File: src/hdl/tsl_pkg.sv
package tsl_pkg;

	// Register offsets on the plain register port.
	localparam logic [3:0] ADDR_CTRL = 4'h0;
	localparam logic [3:0] ADDR_SEL = 4'h1;
	localparam logic [3:0] ADDR_STAT = 4'h2;

	// Control register fields.
	localparam int CTRL_READER_AUTO = 0;
	localparam int CTRL_FULL_DUPLEX = 1;
	localparam int CTRL_NO_ANSWER = 2;
	localparam int CTRL_ANSWERBACK = 3;
	localparam int CTRL_PUNCH_EN = 4;
	localparam logic [7:0] CTRL_RESET = 8'h00;

	// Selection lamps: a set bit is a lit lamp, which means local operation.
	localparam int SEL_KBD = 0;
	localparam int SEL_READER = 1;
	localparam int SEL_PRINTER = 2;
	localparam int SEL_PUNCH = 3;
	localparam logic [7:0] SEL_RESET = 8'h00;

	// Status register fields.
	localparam int STAT_SEND_EN = 0;
	localparam int STAT_INTR_HALT = 1;
	localparam int STAT_READER_RUN = 2;
	localparam int STAT_TAPE_PUNCH_ENABLE = 3;
	localparam int STAT_PRIMED = 4;
	localparam int STAT_DTR = 5;
	localparam int STAT_CTS = 6;
	localparam int STAT_DSR = 7;

	// Transmitter indices.
	localparam int TX_KBD = 0;
	localparam int TX_READER = 1;

	// Control characters recognised on the line.
	localparam logic [7:0] CH_EOT = 8'h04;
	localparam logic [7:0] CH_ACK = 8'h06;
	localparam logic [7:0] CH_DC1 = 8'h11;
	localparam logic [7:0] CH_DC2 = 8'h12;
	localparam logic [7:0] CH_DC3 = 8'h13;
	localparam logic [7:0] CH_DC4 = 8'h14;
	localparam logic [7:0] CH_NAK = 8'h15;

	// Timing.
	localparam int CLK_HZ = 25_000_000;
	localparam int DTR_OFF_MS = 100;
	localparam int DTR_OFF_CYCLES = CLK_HZ / 1000 * DTR_OFF_MS;
	localparam int TMR_W = 22;

	typedef enum logic [1:0] {S_IDLE, S_GRANT, S_PRESENT} tsl_send_t;

endpackage

File: src/hdl/tsl_tmr_if.sv
`timescale 1ns/1ps
`default_nettype none
interface tsl_tmr_if;
	logic start;
	logic busy;
	modport ctl (output start, input busy);
	modport tmr (input start, output busy);
endinterface
`default_nettype wire

File: src/hdl/tsl_pulse_timer.sv
`timescale 1ns/1ps
`default_nettype none
module tsl_pulse_timer
	import tsl_pkg::*;
#(
	parameter int unsigned CYCLES = DTR_OFF_CYCLES
) (
	input wire logic clk,
	input wire logic nrst,
	tsl_tmr_if.tmr tmr
);

	typedef struct packed {
		logic [TMR_W-1:0] cnt;
		logic busy;
	} tsl_tmr_state_t;

	tsl_tmr_state_t q_reg;
	tsl_tmr_state_t q_next;

	// A start during a running pulse restarts it, so back-to-back EOTs
	// stretch the pulse rather than chopping it.
	always_comb begin
		q_next = q_reg;
		if (tmr.start) begin
			q_next.busy = 1'h1;
			q_next.cnt = TMR_W'(CYCLES - 1);
		end else if (q_reg.busy) begin
			if (q_reg.cnt == '0) begin
				q_next.busy = 1'h0;
			end else begin
				q_next.cnt = q_reg.cnt - TMR_W'(1);
			end
		end
	end

	always_ff @(posedge clk or negedge nrst) begin
		if (!nrst) begin
			q_reg <= '0;
		end else begin
			q_reg <= q_next;
		end
	end

	assign tmr.busy = q_reg.busy;

endmodule
`default_nettype wire

File: src/hdl/tsl_send_line.sv
`timescale 1ns/1ps
`default_nettype none
module tsl_send_line
	import tsl_pkg::*;
#(
	parameter int unsigned DTR_OFF_LEN = DTR_OFF_CYCLES
) (
	input wire logic clk,
	input wire logic nrst,
	input wire logic [3:0] regAddr,
	input wire logic [7:0] regWdata,
	input wire logic regWr,
	input wire logic regRd,
	output logic [7:0] regRdata,
	input wire logic [1:0] msgAvail,
	input wire logic [1:0] sendReady,
	input wire logic [1:0] charAvail,
	input wire logic [1:0][7:0] txData,
	output logic [1:0] sendMsg,
	output logic [1:0] presentChar,
	input wire logic tabBusy,
	input wire logic locDistReady,
	input wire logic lineDistReady,
	output logic [7:0] locTxData,
	output logic locTxStrobe,
	output logic [7:0] lineTxData,
	output logic lineTxStrobe,
	input wire logic [7:0] lineRxData,
	input wire logic lineRxStrobe,
	output logic [7:0] printerData,
	output logic printerStrobe,
	output logic [7:0] punchData,
	output logic punchStrobe,
	output logic readerRun,
	output logic tapePunchEnable,
	input wire logic sendEnableButton,
	input wire logic intrRx,
	input wire logic alarm,
	input wire logic ringInd,
	input wire logic dataSetReady,
	input wire logic clearToSend,
	output logic dataTermReady,
	output logic requestToSend,
	output logic answerBackStart,
	output logic sendEnableLamp
);

	typedef struct packed {
		tsl_send_t st;
		logic txSel;
		logic [7:0] ctrl;
		logic [7:0] sel;
		logic sendEn;
		logic intrHalt;
		logic readerRun;
		logic punchOn;
		logic primed;
		logic ctsPrev;
		logic abStart;
		logic [7:0] rdata;
		logic [7:0] locData;
		logic locStb;
		logic [7:0] lineData;
		logic lineStb;
		logic [7:0] prtData;
		logic prtStb;
		logic [7:0] pchData;
		logic pchStb;
	} tsl_main_state_t;

	tsl_main_state_t q_reg;
	tsl_main_state_t q_next;
	tsl_tmr_if tmrIf ();

	logic txLocal;
	logic distReady;
	logic presentOk;
	logic charTaken;
	logic eotEvt;
	logic ctsRise;
	logic [1:0] msgOk;
	logic [7:0] stat;
	logic [7:0] rxByte;

	tsl_pulse_timer #(
		.CYCLES(DTR_OFF_LEN)
	) u_dtr_timer (
		.clk(clk),
		.nrst(nrst),
		.tmr(tmrIf.tmr)
	);

	assign rxByte = lineRxData;
	assign txLocal = q_reg.txSel ? q_reg.sel[SEL_READER] : q_reg.sel[SEL_KBD];
	assign distReady = txLocal ? locDistReady : lineDistReady;
	assign presentOk = sendReady[q_reg.txSel] && !tabBusy && distReady;
	assign charTaken = (q_reg.st == S_PRESENT) && charAvail[q_reg.txSel];
	assign ctsRise = clearToSend && !q_reg.ctsPrev;

	// A keyboard on line waits for send-enable; the reader on line waits for
	// clear to send and, under remote control, for the reader to be started.
	assign msgOk[TX_KBD] = msgAvail[TX_KBD] && (q_reg.sel[SEL_KBD] || q_reg.sendEn);
	assign msgOk[TX_READER] = msgAvail[TX_READER] && (q_reg.sel[SEL_READER]
		|| (clearToSend && !tmrIf.busy
		&& (!q_reg.ctrl[CTRL_READER_AUTO] || q_reg.readerRun)));

	always_comb begin
		stat = '0;
		stat[STAT_SEND_EN] = q_reg.sendEn;
		stat[STAT_INTR_HALT] = q_reg.intrHalt;
		stat[STAT_READER_RUN] = q_reg.readerRun;
		stat[STAT_TAPE_PUNCH_ENABLE] = q_reg.punchOn;
		stat[STAT_PRIMED] = q_reg.primed;
		stat[STAT_DTR] = dataTermReady;
		stat[STAT_CTS] = clearToSend;
		stat[STAT_DSR] = dataSetReady;
	end

	always_comb begin
		q_next = q_reg;
		q_next.abStart = 1'h0;
		q_next.locStb = 1'h0;
		q_next.lineStb = 1'h0;
		q_next.prtStb = 1'h0;
		q_next.pchStb = 1'h0;
		q_next.ctsPrev = clearToSend;
		eotEvt = 1'h0;

		// Only one transmitter may hold the distributor at a time.
		case (q_reg.st)
			S_IDLE: begin
				if (msgOk[TX_KBD]) begin
					q_next.st = S_GRANT;
					q_next.txSel = 1'h0;
				end else if (msgOk[TX_READER]) begin
					q_next.st = S_GRANT;
					q_next.txSel = 1'h1;
				end
			end
			S_GRANT: begin
				if (!msgOk[q_reg.txSel]) begin
					q_next.st = S_IDLE;
				end else if (presentOk) begin
					q_next.st = S_PRESENT;
				end
			end
			S_PRESENT: begin
				if (charTaken) begin
					q_next.st = S_GRANT;
					if (txLocal) begin
						q_next.locData = txData[q_reg.txSel];
						q_next.locStb = 1'h1;
					end else begin
						q_next.lineData = txData[q_reg.txSel];
						q_next.lineStb = 1'h1;
						eotEvt = txData[q_reg.txSel] == CH_EOT;
					end
				end
			end
			default: begin
				q_next.st = S_IDLE;
			end
		endcase

		// Local receivers take the local distributor; the printer looks at no receiver
		// status, the punch only at tape punch enable; line receivers take the line copy.
		if (charTaken && txLocal) begin
			if (q_reg.sel[SEL_PRINTER]) begin
				q_next.prtData = txData[q_reg.txSel];
				q_next.prtStb = 1'h1;
			end
			if (q_reg.sel[SEL_PUNCH] && q_reg.punchOn) begin
				q_next.pchData = txData[q_reg.txSel];
				q_next.pchStb = 1'h1;
			end
		end
		// Received data wins over the own echo; in half duplex the two never
		// overlap, so nothing is dropped in normal use.
		if (lineRxStrobe || (charTaken && !txLocal
			&& !q_reg.ctrl[CTRL_FULL_DUPLEX])) begin
			if (!q_reg.sel[SEL_PRINTER]) begin
				q_next.prtData = lineRxStrobe ? rxByte : txData[q_reg.txSel];
				q_next.prtStb = 1'h1;
			end
			if (!q_reg.sel[SEL_PUNCH] && q_reg.punchOn) begin
				q_next.pchData = lineRxStrobe ? rxByte : txData[q_reg.txSel];
				q_next.pchStb = 1'h1;
			end
		end

		if (regWr) begin
			if (regAddr == ADDR_CTRL) begin
				q_next.ctrl = regWdata;
				q_next.punchOn = regWdata[CTRL_PUNCH_EN];
			end else if (regAddr == ADDR_SEL) begin
				q_next.sel = regWdata;
			end
		end
		if (regRd) begin
			if (regAddr == ADDR_CTRL) begin
				q_next.rdata = q_reg.ctrl;
			end else if (regAddr == ADDR_SEL) begin
				q_next.rdata = q_reg.sel;
			end else if (regAddr == ADDR_STAT) begin
				q_next.rdata = stat;
			end else begin
				q_next.rdata = 8'h00;
			end
		end

		if (lineRxStrobe) begin
			if (rxByte == CH_DC1 && q_reg.ctrl[CTRL_READER_AUTO]) begin
				q_next.readerRun = 1'h1;
			end else if (rxByte == CH_DC3 && q_reg.ctrl[CTRL_READER_AUTO]) begin
				q_next.readerRun = 1'h0;
			end else if (rxByte == CH_DC2) begin
				q_next.punchOn = 1'h1;
			end else if (rxByte == CH_DC4) begin
				q_next.punchOn = 1'h0;
			end else if (rxByte == CH_ACK && clearToSend && !q_reg.intrHalt) begin
				q_next.sendEn = 1'h1;
			end else if (rxByte == CH_EOT) begin
				eotEvt = 1'h1;
			end
		end
		if (sendEnableButton && clearToSend) begin
			q_next.sendEn = 1'h1;
			q_next.intrHalt = 1'h0;
		end

		// Clears come last so that any stop condition beats a set.
		if (!clearToSend || (lineRxStrobe && rxByte == CH_NAK)) begin
			q_next.sendEn = 1'h0;
		end
		if (intrRx) begin
			q_next.sendEn = 1'h0;
			q_next.intrHalt = 1'h1;
		end
		if (eotEvt) begin
			q_next.sendEn = 1'h0;
			q_next.readerRun = 1'h0;
		end

		if (ctsRise && (q_reg.primed || ringInd)) begin
			q_next.abStart = q_reg.ctrl[CTRL_ANSWERBACK];
			q_next.primed = 1'h0;
		end else if (ringInd) begin
			q_next.primed = 1'h1;
		end
	end

	always_ff @(posedge clk or negedge nrst) begin
		if (!nrst) begin
			q_reg <= '0;
			q_reg.st <= S_IDLE;
			q_reg.ctrl <= CTRL_RESET;
			q_reg.sel <= SEL_RESET;
			q_reg.ctsPrev <= 1'h1;
		end else begin
			q_reg <= q_next;
		end
	end

	assign tmrIf.start = eotEvt;
	// The call is refused by keeping DTR off while the printer is local.
	assign dataTermReady = !alarm && !q_reg.ctrl[CTRL_NO_ANSWER]
		&& !q_reg.sel[SEL_PRINTER] && !tmrIf.busy;
	assign requestToSend = 1'h1;
	assign sendMsg[0] = (q_reg.st != S_IDLE) && !q_reg.txSel;
	assign sendMsg[1] = (q_reg.st != S_IDLE) && q_reg.txSel;
	assign presentChar[0] = (q_reg.st == S_PRESENT) && !q_reg.txSel;
	assign presentChar[1] = (q_reg.st == S_PRESENT) && q_reg.txSel;
	assign regRdata = q_reg.rdata;
	assign locTxData = q_reg.locData;
	assign locTxStrobe = q_reg.locStb;
	assign lineTxData = q_reg.lineData;
	assign lineTxStrobe = q_reg.lineStb;
	assign printerData = q_reg.prtData;
	assign printerStrobe = q_reg.prtStb;
	assign punchData = q_reg.pchData;
	assign punchStrobe = q_reg.pchStb;
	assign readerRun = q_reg.readerRun;
	assign tapePunchEnable = q_reg.punchOn;
	assign answerBackStart = q_reg.abStart;
	assign sendEnableLamp = q_reg.sendEn;
endmodule
`default_nettype wire

File: config.mk
export PLATFORM = sky130hd
export DESIGN_NAME = tsl_send_line
export DESIGN_NICKNAME = d
export VERILOG_FILES = /design/src/hdl/tsl_pkg.sv /design/src/hdl/tsl_tmr_if.sv /design/src/hdl/tsl_pulse_timer.sv /design/src/hdl/tsl_send_line.sv
export SDC_FILE = /design/constraint.sdc
export NUM_CORES = 1
export LEC_CHECK = 0
export BUFFER_PORTS_ARGS = -buffer_cell sky130_fd_sc_hd__buf_2
export CORE_UTILIZATION = 45
export DETAILED_ROUTE_END_ITERATION = 10
export PLACE_DENSITY = 0.68
export RECOVER_POWER = 50
export SETUP_SLACK_MARGIN = 0.5
export SLEW_MARGIN = 5
export SYNTH_ARGS = -nofsm -noshare
export SYNTH_HDL_FRONTEND = slang
export SYNTH_SLANG_ARGS = --single-unit
File: constraint.sdc
create_clock -name clk -period 2.5 [get_ports clk]
set_input_delay 0.125 -clock clk [delete_from_list [all_inputs] [get_ports clk]]
set_output_delay 0.125 -clock clk [all_outputs]
set_load 0.005 [all_outputs]
# After elaboration in Yosys (flattened, before gate mapping)

Cells that the tools add are included.

Register bits after elaboration: 93
Input port bits: 56
Output and inout bits: 54

Add/sub/neg operators: 1
$lt $le $gt $ge: 1
Eq/ne operators: 20
Muxes and demuxes: 67
Bitwise logic cells: 2
Reductions and logical operators: 67

Operators by type and width:

| kind                                                                 | count |
|---|---|
| 8-bit two-way mux                                                    | 6 |
| 23-bit two-way mux                                                   | 2 |
| 9-bit two-way mux                                                    | 5 |
| 8-bit by 5-bit == test with 1-bit output, second input constant      | 5 |
| 1-bit two-way mux                                                    | 40 |
| 18-bit two-way mux                                                   | 2 |
| 1-bit logical AND                                                    | 27 |
| 8-bit by 3-bit == test with 1-bit output, second input constant      | 3 |
| 22-bit logical NOT                                                   | 1 |
| 22-bit two-way mux                                                   | 1 |
| 22-bit by 1-bit subtractor with 22-bit output, second input constant | 1 |
| 10-bit two-way mux                                                   | 2 |
| 5-bit by 3-bit != test with 1-bit output, second input constant      | 4 |
| 1-bit logical NOT                                                    | 13 |
| 2-bit two-way mux                                                    | 6 |
| 3-bit AND reduction                                                  | 4 |
| 2-bit nonzero test                                                   | 6 |
| 5-bit nonzero test                                                   | 2 |
| 2-bit AND reduction                                                  | 4 |
| 1-bit logical OR                                                     | 6 |
| 3-bit two-way mux                                                    | 2 |
| 3-bit != test, second input constant                                 | 2 |
| 2-bit case mux with 3 select lines                                   | 1 |
| 6-bit AND reduction                                                  | 1 |
| 10 further kinds                                                     | 12 |

# Longest topological paths before layout

Gate-level depths: netlist (run 1).

Depth after elaboration: 15
Gate-level depth with buffers: 8

# Modules after synthesis

From an unflattened synthesis (run 1), not the netlist that was laid out.

Cell total of the unflattened synthesis: 492
Area, all modules: 5213.8 um^2

Modules (own cells, without submodules):

| module          | times used | cells an instance | area an instance (um^2) |
|---|---|---|---|
| tsl_send_line   | 1          | 356               | 3843.7 |
| tsl_pulse_timer | 1          | 136               | 1370.1 |

# Least setup slack after synthesis (run 1)

OpenSTA, ideal clock, no wires.

Path type: reg2reg
Start point: reg u_dtr_timer.q_reg[10] (netlist name)
End point: reg u_dtr_timer.q_reg[22] (netlist name)
Library setup time: 0.131 ns
Data arrival time: 2.051 ns
Path slack: 0.318 ns
Stages on the path, launching flop included: 7
Path buffers: 1
Clock period less this slack: 2.182 ns
Cells stage by stage: dfrtp_1 > or4_1 > buf_2 > or4_4 > o211ai_2 > nor4_1 > or3_1

Word-level cells in the longest chain between the ends: 4
Elaborated cells on any way between the ends: 7

RTL lines:

| what                                          | RTL line              | text |
|---|---|---|
| from (decl)                                   | tsl_pulse_timer.sv:18 | `tsl_tmr_state_t q_reg;` |
| from (signal assigned)                        | tsl_pulse_timer.sv:41 | `q_reg <= q_next;` |
| 22-bit by 1-bit subtractor with 22-bit output | tsl_pulse_timer.sv:32 | `q_next.cnt = q_reg.cnt - TMR_W'(1);` |
| 22-bit two-way mux                            | tsl_pulse_timer.sv:29 | `if (q_reg.cnt == '0) begin` |
| 23-bit two-way mux                            | tsl_pulse_timer.sv:28 | `end else if (q_reg.busy) begin` |
| 23-bit two-way mux                            | tsl_pulse_timer.sv:25 | `if (tmr.start) begin` |

Parallel ways exist; a longest one is shown, timed or not. The select of a mux whose other input is x is not followed.
A chain may end at the register's enable or synchronous reset.

# Worst setup path after layout (run 1)

Start point: reg u_dtr_timer.q_reg[17] (netlist name)
End point: reg u_dtr_timer.q_reg[22] (netlist name)

Same word-level chain as after synthesis.

==> results of run 1 <==
## cell type report
class                   count  area [sq um]  area share (%)
clock buffers              13           159            2.77
clock inverters             3          67.6            1.18
inverters                  30           113            1.96
multi-input cells         304          2170            37.8
flip-flops and latches     93          2330            40.6
well taps                 136           170            2.96
repair buffers            134           729            12.7
## cell usage after synthesis (all sizes together), types with 2 or more instances
library cell / count
inv: 30
nor2b: 8
mux2i: 22
nor4: 11
o211ai: 3
nand4: 5
o22ai: 8
nand2b: 3
a221oi: 16
clkbuf: 16
or4b: 3
o31ai: 6
nand2: 18
o31a: 3
xnor2: 2
xor2: 10
o311ai: 3
or3: 8
o21ai: 15
and3: 2
nor3: 11
mux2: 17
or4: 5
and2: 2
nor2: 58
buf: 45
or2: 2
dfrtp: 92
nand3: 6
nand4b: 2
a21oi: 38
## per-layer routing
metal | vias to the layer above | wire length [um] | GRT usage (%)
met1 | 1935 | 5070 | 27.4
met5 | - | 0 | 0
met4 | 0 | 147 | 6.64
met3 | 16 | 735 | 3.96
li1 | 1871 | - | -
met2 | 153 | 5760 | 36.4
## worst min-delay path by stage
stage	from	to	slack (ns)	cells past startpoint
after floorplan	nrst	answerBackStart$_DFF_PN0_	-0.17	0
after global placement	nrst	punchData[5]$_DFF_PN0_	0.17	1
after detailed placement	nrst	punchStrobe$_DFF_PN0_	0.17	1
after CTS	regWdata[7]	q_reg[58]$_DFFE_PN0P_	0.003	2
after global routing	regWdata[1]	q_reg[60]$_DFFE_PN0P_	0.002	2
final	regWdata[2]	q_reg[61]$_DFFE_PN0P_	0.02	2
## cells by family after synthesis
| logic type | synth area share (%) |
|---|---|
| and+or+nand+nor | 16.3 |
| AOI/OAI and AO/OA | 14.0 |
| DFF | 48.3 |
| buffers and inverters | 10.3 |
| muxes | 8.55 |
| xor gates and xnor gates | 2.18 |
| adders and majority gates | 0.260 |
| other | 0.0778 |
## power by group through the flow
| stage | clock network (mW) | registers (mW) | logic [mW] |
|---|---|---|---|
| 2_1_floorplan | 0 | 2.04 | 1.02 |
| 3_3_place_gp | 0 | 2.09 | 1.21 |
| 3_5_place_dp | 0 | 2.11 | 1.23 |
| 4_1_cts | 1.16 | 2.09 | 1.31 |
| 5_1_grt | 1.22 | 2.15 | 1.52 |
| 6_report | 1.13 | 2.11 | 1.37 |
## through the flow
stage	setup slack, ns	power, mW
after global routing	0.223	4.89
after global placement	0.208	3.30
after floorplan	0.318	3.06
after detailed placement	0.131	3.35
after CTS	0.325	4.56
final	0.286	4.61
## timing repair
| item | CTS | global route |
|---|---|---|
| endpoints found under the setup margin | 36 | 41 |
| endpoints found under the hold margin | 49 | 0 |
| setup buffers | 6 | 5 |
| gates resized for setup | 16 | 28 |
| pin swaps | 6 | 6 |
| hold buffers | 4 | 0 |
==> results.md, run 1 <==
* Period utilisation layout at 88.5%
* Mapped cell area at 4820 sq um
* Hold_ws at 0.0225 ns
* Worst Setup EP: u_dtr_timer.q_reg[22]$_DFFE_PN0P_
* Crit Path Max Fanout at 4
* Synth top area share at 47.8%
* Initial core utilization at 46.5%
* Initial antenna violation count at 0
* # setup viols final at 0
* Vias in the first global route at 3,890
* Total GRT Usage at 21.3%
* CTS tree: built
* Yosys reg bits at 93
* Status: finished clean
* Drt wl/cell at 16.4 um
* Min Tclk post-route at 2.21 ns
* Via/cell ratio at 5.58
* Psw at 1.51 mW
* Layout Cells excl Fill at 713
* Switching Share at 32.7%
* Antenna diodes at 0
* WP buf/inv at 0
* Die area at 11,100 sq um
* CTS Buffer Depth at 2
* Startpoint Class: register
* FF-to-FF End: u_dtr_timer.q_reg[22]$_DFFE_PN0P_
* Mapped Nets at 545
* Yosys Warn Count at 0
* Most used cell, CP: or4_4
* Min-delay worst type: in -> reg
* Worst path slowest cell: or4_4
* Reg2Reg Depth at 5
* Unique masters post-synth at 59
* Die height at 105 um
* Global-route wire length before repair at 18,600 um
* Most used DFF post-synth: dfrtp_1
* DR pass1 iterations at 5
* Largest net degree at the start of global routing at 49
* HPWL Detailed at 8290 um
* Fin. max-slew vios at 0
* Crit path kind: reg -> reg
* Fin Setup TNS at 0 ns
* Post-route cell area at 5740 sq um
* Setup repair after global routing missed its margin: true
* Gr ovfl total at 0
* Final-report hold violation count at 0
* Cell area power density at 802 nW/um^2
* Syn Inst Count at 488
* Worst slew margin at 25.5%
* Fillers at 921
* Core Area at 10,400 sq um
* Drt drc at 0
* Commonest non-fill, non-tap cell in the layout: dfrtp_1
* Synth Area per Inst at 9.87 sq um
* DR vias at 3,975
* Logic pwr share at 29.7%
* Root Buffer: clkbuf_8
* Launch point of the worst path: u_dtr_timer.q_reg[17]$_DFFE_PN0P_
* Top cells by area, synth: dfrtp_1, buf_4, mux2i_1
* Ys async rst share at 100%
* Final Skew at 0.0129 ns
* Clock transition at path regs at 0.09 ns
* Sequential share of the synthesized area at 48.3%
* I/O Buffers at 108
* DRT iter0 DRCs at 307
* DRT antenna net count at 0
* Worst Path Required at 2.73 ns
* Clock power frac at 24.6%
* Placed insts at 682
* Kind of end point of the critical path: register
* Share of cells above drive strength 1 at 30.0%
* Crit Reg-Reg Startpoint: u_dtr_timer.q_reg[17]$_DFFE_PN0P_
* H-tree depth at 3
* Fin nets at 629
* Post-synth EDFFs at 0
* Worst-skew pair later-pin latency at 0.35 ns
* Crit-path leading delay family: simple AND/OR/NAND/NOR gates
* Site Rows at 37
* Placed cell areas at 5250 sq um
* Final WL at 11,700 um
* Setup slack, reg-to-reg at 0.29 ns
* CTS Buf Count at 9
* Most frequent cells in the layout: dfrtp_1, buf_2, nor2_1
* Final cell utilization of the core at 55.4%
* # Max-Cap Violations at 0
* WP depth at 5
* Part of the power in registers at 45.7%
* Chip width at 105 um
* Critical-path cell list: or4_4 > or4_4 > o211ai_4 > nor4_1 > or3_1
* Area delta synth->final at 19.2%
* Leakage at 2.52 nW
* Worst-margin pin slew at 1.12 ns
* Clock sinks at 93
* Post-synth top area cell: dfrtp_1
* Worst EP arrival at 2.44 ns
* VDD IR max at 319 uV
* I/O pins at 110
* Fmax at 0.452 GHz
* Slowest Stage Delay on Critical Path at 0.53 ns
* Cell Int Power at 3.10 mW
* Gpl congestion at 0.863
Power figures use the tool's default switching activity.
==> run 2: changes to the inputs <==
Settings changed: RECOVER_POWER 50 to not set.
==> results.md, run 2 (same netlist as run 1, synthesis figures left out) <==
* Commonest non-fill, non-tap cell in the layout: buf_2
* Min-delay worst type: in -> reg
* Die height at 105 um
* HPWL Detailed at 8290 um
* Worst Path Required at 2.73 ns
* Most frequent cells in the layout: buf_2, dfrtp_1, nor2_1
* Chip width at 105 um
* Global-route wire length before repair at 18,600 um
* Slowest Stage Delay on Critical Path at 0.53 ns
* H-tree depth at 3
* Final cell utilization of the core at 55.9%
* Gpl congestion at 0.863
* Worst-margin pin slew at 0.687 ns
* I/O Buffers at 108
* Crit path kind: reg -> reg
* Initial core utilization at 46.5%
* Kind of end point of the critical path: register
* Leakage at 2.61 nW
* DRT iter0 DRCs at 285
* Crit Path Max Fanout at 4
* # Max-Cap Violations at 0
* Fillers at 903
* Via/cell ratio at 5.56
* Root Buffer: clkbuf_8
* Fin nets at 629
* Setup slack, reg-to-reg at 0.29 ns
* Drt drc at 0
* I/O pins at 110
* Overall power at 4.63 mW
* Worst EP arrival at 2.44 ns
* Area delta synth->final at 20.4%
* Final Skew at 0.0124 ns
* CTS tree: built
* Clock sinks at 93
* Die area at 11,100 sq um
* CTS Buffer Depth at 2
* Final WS setup at 0.291 ns
* Fmax at 0.453 GHz
* WP buf/inv at 0
* Critical-path cell list: or4_4 > or4_4 > o211ai_4 > nor4_1 > or3_1
* Status: finished clean
* Min Tclk post-route at 2.21 ns
* Worst-skew pair later-pin latency at 0.35 ns
* Site Rows at 37
* VDD IR max at 320 uV
* Final-report hold violation count at 0
* Crit Reg-Reg Startpoint: u_dtr_timer.q_reg[17]$_DFFE_PN0P_
* Final WL at 11,700 um
* Cell area power density at 799 nW/um^2
* Worst slew margin at 53.7%
* Setup repair after global routing missed its margin: true
* Worst hold stages at 3
* Antenna diodes at 0
* Share of cells above drive strength 1 at 34.7%
* Pre-CTS setup slack at 0.131 ns
* Vias in the first global route at 3,890
* Hold_ws at 0.0202 ns
* Most used cell, CP: or4_4
* Core Area at 10,400 sq um
* DR vias at 3,966
* FF-to-FF End: u_dtr_timer.q_reg[22]$_DFFE_PN0P_
* Clock transition at path regs at 0.09 ns
* Startpoint Class: register
* Gr ovfl total at 0
* Hold Crit Start: ringInd
* DR pass1 iterations at 5
* Crit-path leading delay family: simple AND/OR/NAND/NOR gates
* Fin Setup TNS at 0 ns
* Fin. max-slew vios at 0
* # setup viols final at 0
* Drt wl/cell at 16.4 um
* CTS Buf Count at 9
* Period utilisation layout at 88.4%
* Reg2Reg Depth at 5
* Hold EP: q_reg[46]$_DFFE_PN0P_
* Total GRT Usage at 21.3%
* Initial antenna violation count at 0
* DRT antenna net count at 0
* Largest net degree at the start of global routing at 49
* Worst path slowest cell: or4_4
run 2: changes by cell type in the layout (fill, tap and decap cells not counted), sizes merged:
| cell | previous run | this run |
|---|---|---|
| buf | 104 | 130 |
| clkbuf | 39 | 13 |
run 2: worst min-delay path, cell delays in order:
cell and delay [ns]:
buf_2 0.07, nor2_1 0.04, a21oi_1 0.10
run 2: power breakdown:
| group | total, mW | switching (mW) | internal, mW |
|---|---|---|---|
| logic | 1.40 | 0.723 | 0.673 |
| registers | 2.10 | 0.268 | 1.83 |
| clock network | 1.13 | 0.514 | 0.620 |
| total | 4.63 | 1.50 | 3.13 |
run 2: repair_timing:
action	4_1_cts	5_1_grt
pin swaps	6	6
endpoints found under the setup margin	36	41
gates resized for setup	16	28
endpoints found under the hold margin	49	0
hold buffers	4	0
buffers inserted	6	5
run 2: metrics by stage:
step,instances,instance area (sq um)
finish,713,5800
floorplan,488,4820
global placement,682,5250
detailed placement,682,5250
global route,713,5800
CTS,708,5630
run 2: cell type report:
class / instances / area [sq um] / share of cell area [%]
multi-input combinational: 304 / 2180 / 37.6
sequential: 93 / 2330 / 40.2
clock buffer: 13 / 159 / 2.74
tap: 136 / 170 / 2.93
clock inverter: 3 / 67.6 / 1.16
timing repair buffer: 134 / 779 / 13.4
inverter: 30 / 113 / 1.94
run 2: worst max-delay path by stage:
| stage | from | endpoint | slack [ns] | cells after the start |
|---|---|---|---|---|
| after global routing | u_dtr_timer.q_reg[19]$_DFFE_PN0P_ | u_dtr_timer.q_reg[22]$_DFFE_PN0P_ | 0.22 | 5 |
| after global placement | u_dtr_timer.q_reg[10]$_DFFE_PN0P_ | u_dtr_timer.q_reg[22]$_DFFE_PN0P_ | 0.21 | 5 |
| after floorplan | u_dtr_timer.q_reg[10]$_DFFE_PN0P_ | u_dtr_timer.q_reg[22]$_DFFE_PN0P_ | 0.32 | 6 |
| after CTS | u_dtr_timer.q_reg[18]$_DFFE_PN0P_ | u_dtr_timer.q_reg[22]$_DFFE_PN0P_ | 0.33 | 5 |
| after detailed placement | u_dtr_timer.q_reg[10]$_DFFE_PN0P_ | u_dtr_timer.q_reg[22]$_DFFE_PN0P_ | 0.13 | 5 |
| final | u_dtr_timer.q_reg[17]$_DFFE_PN0P_ | u_dtr_timer.q_reg[22]$_DFFE_PN0P_ | 0.29 | 5 |
run 2: per-layer routing:
metal  up-vias  part of all wire, %  global-route usage (%)
met3        13                  5.4                    3.96
li1       1873                    -                       -
met2       140                   50                    36.4
met5         -                    0                       0
met1      1940                   44                    27.4
met4         0                  1.2                    6.64
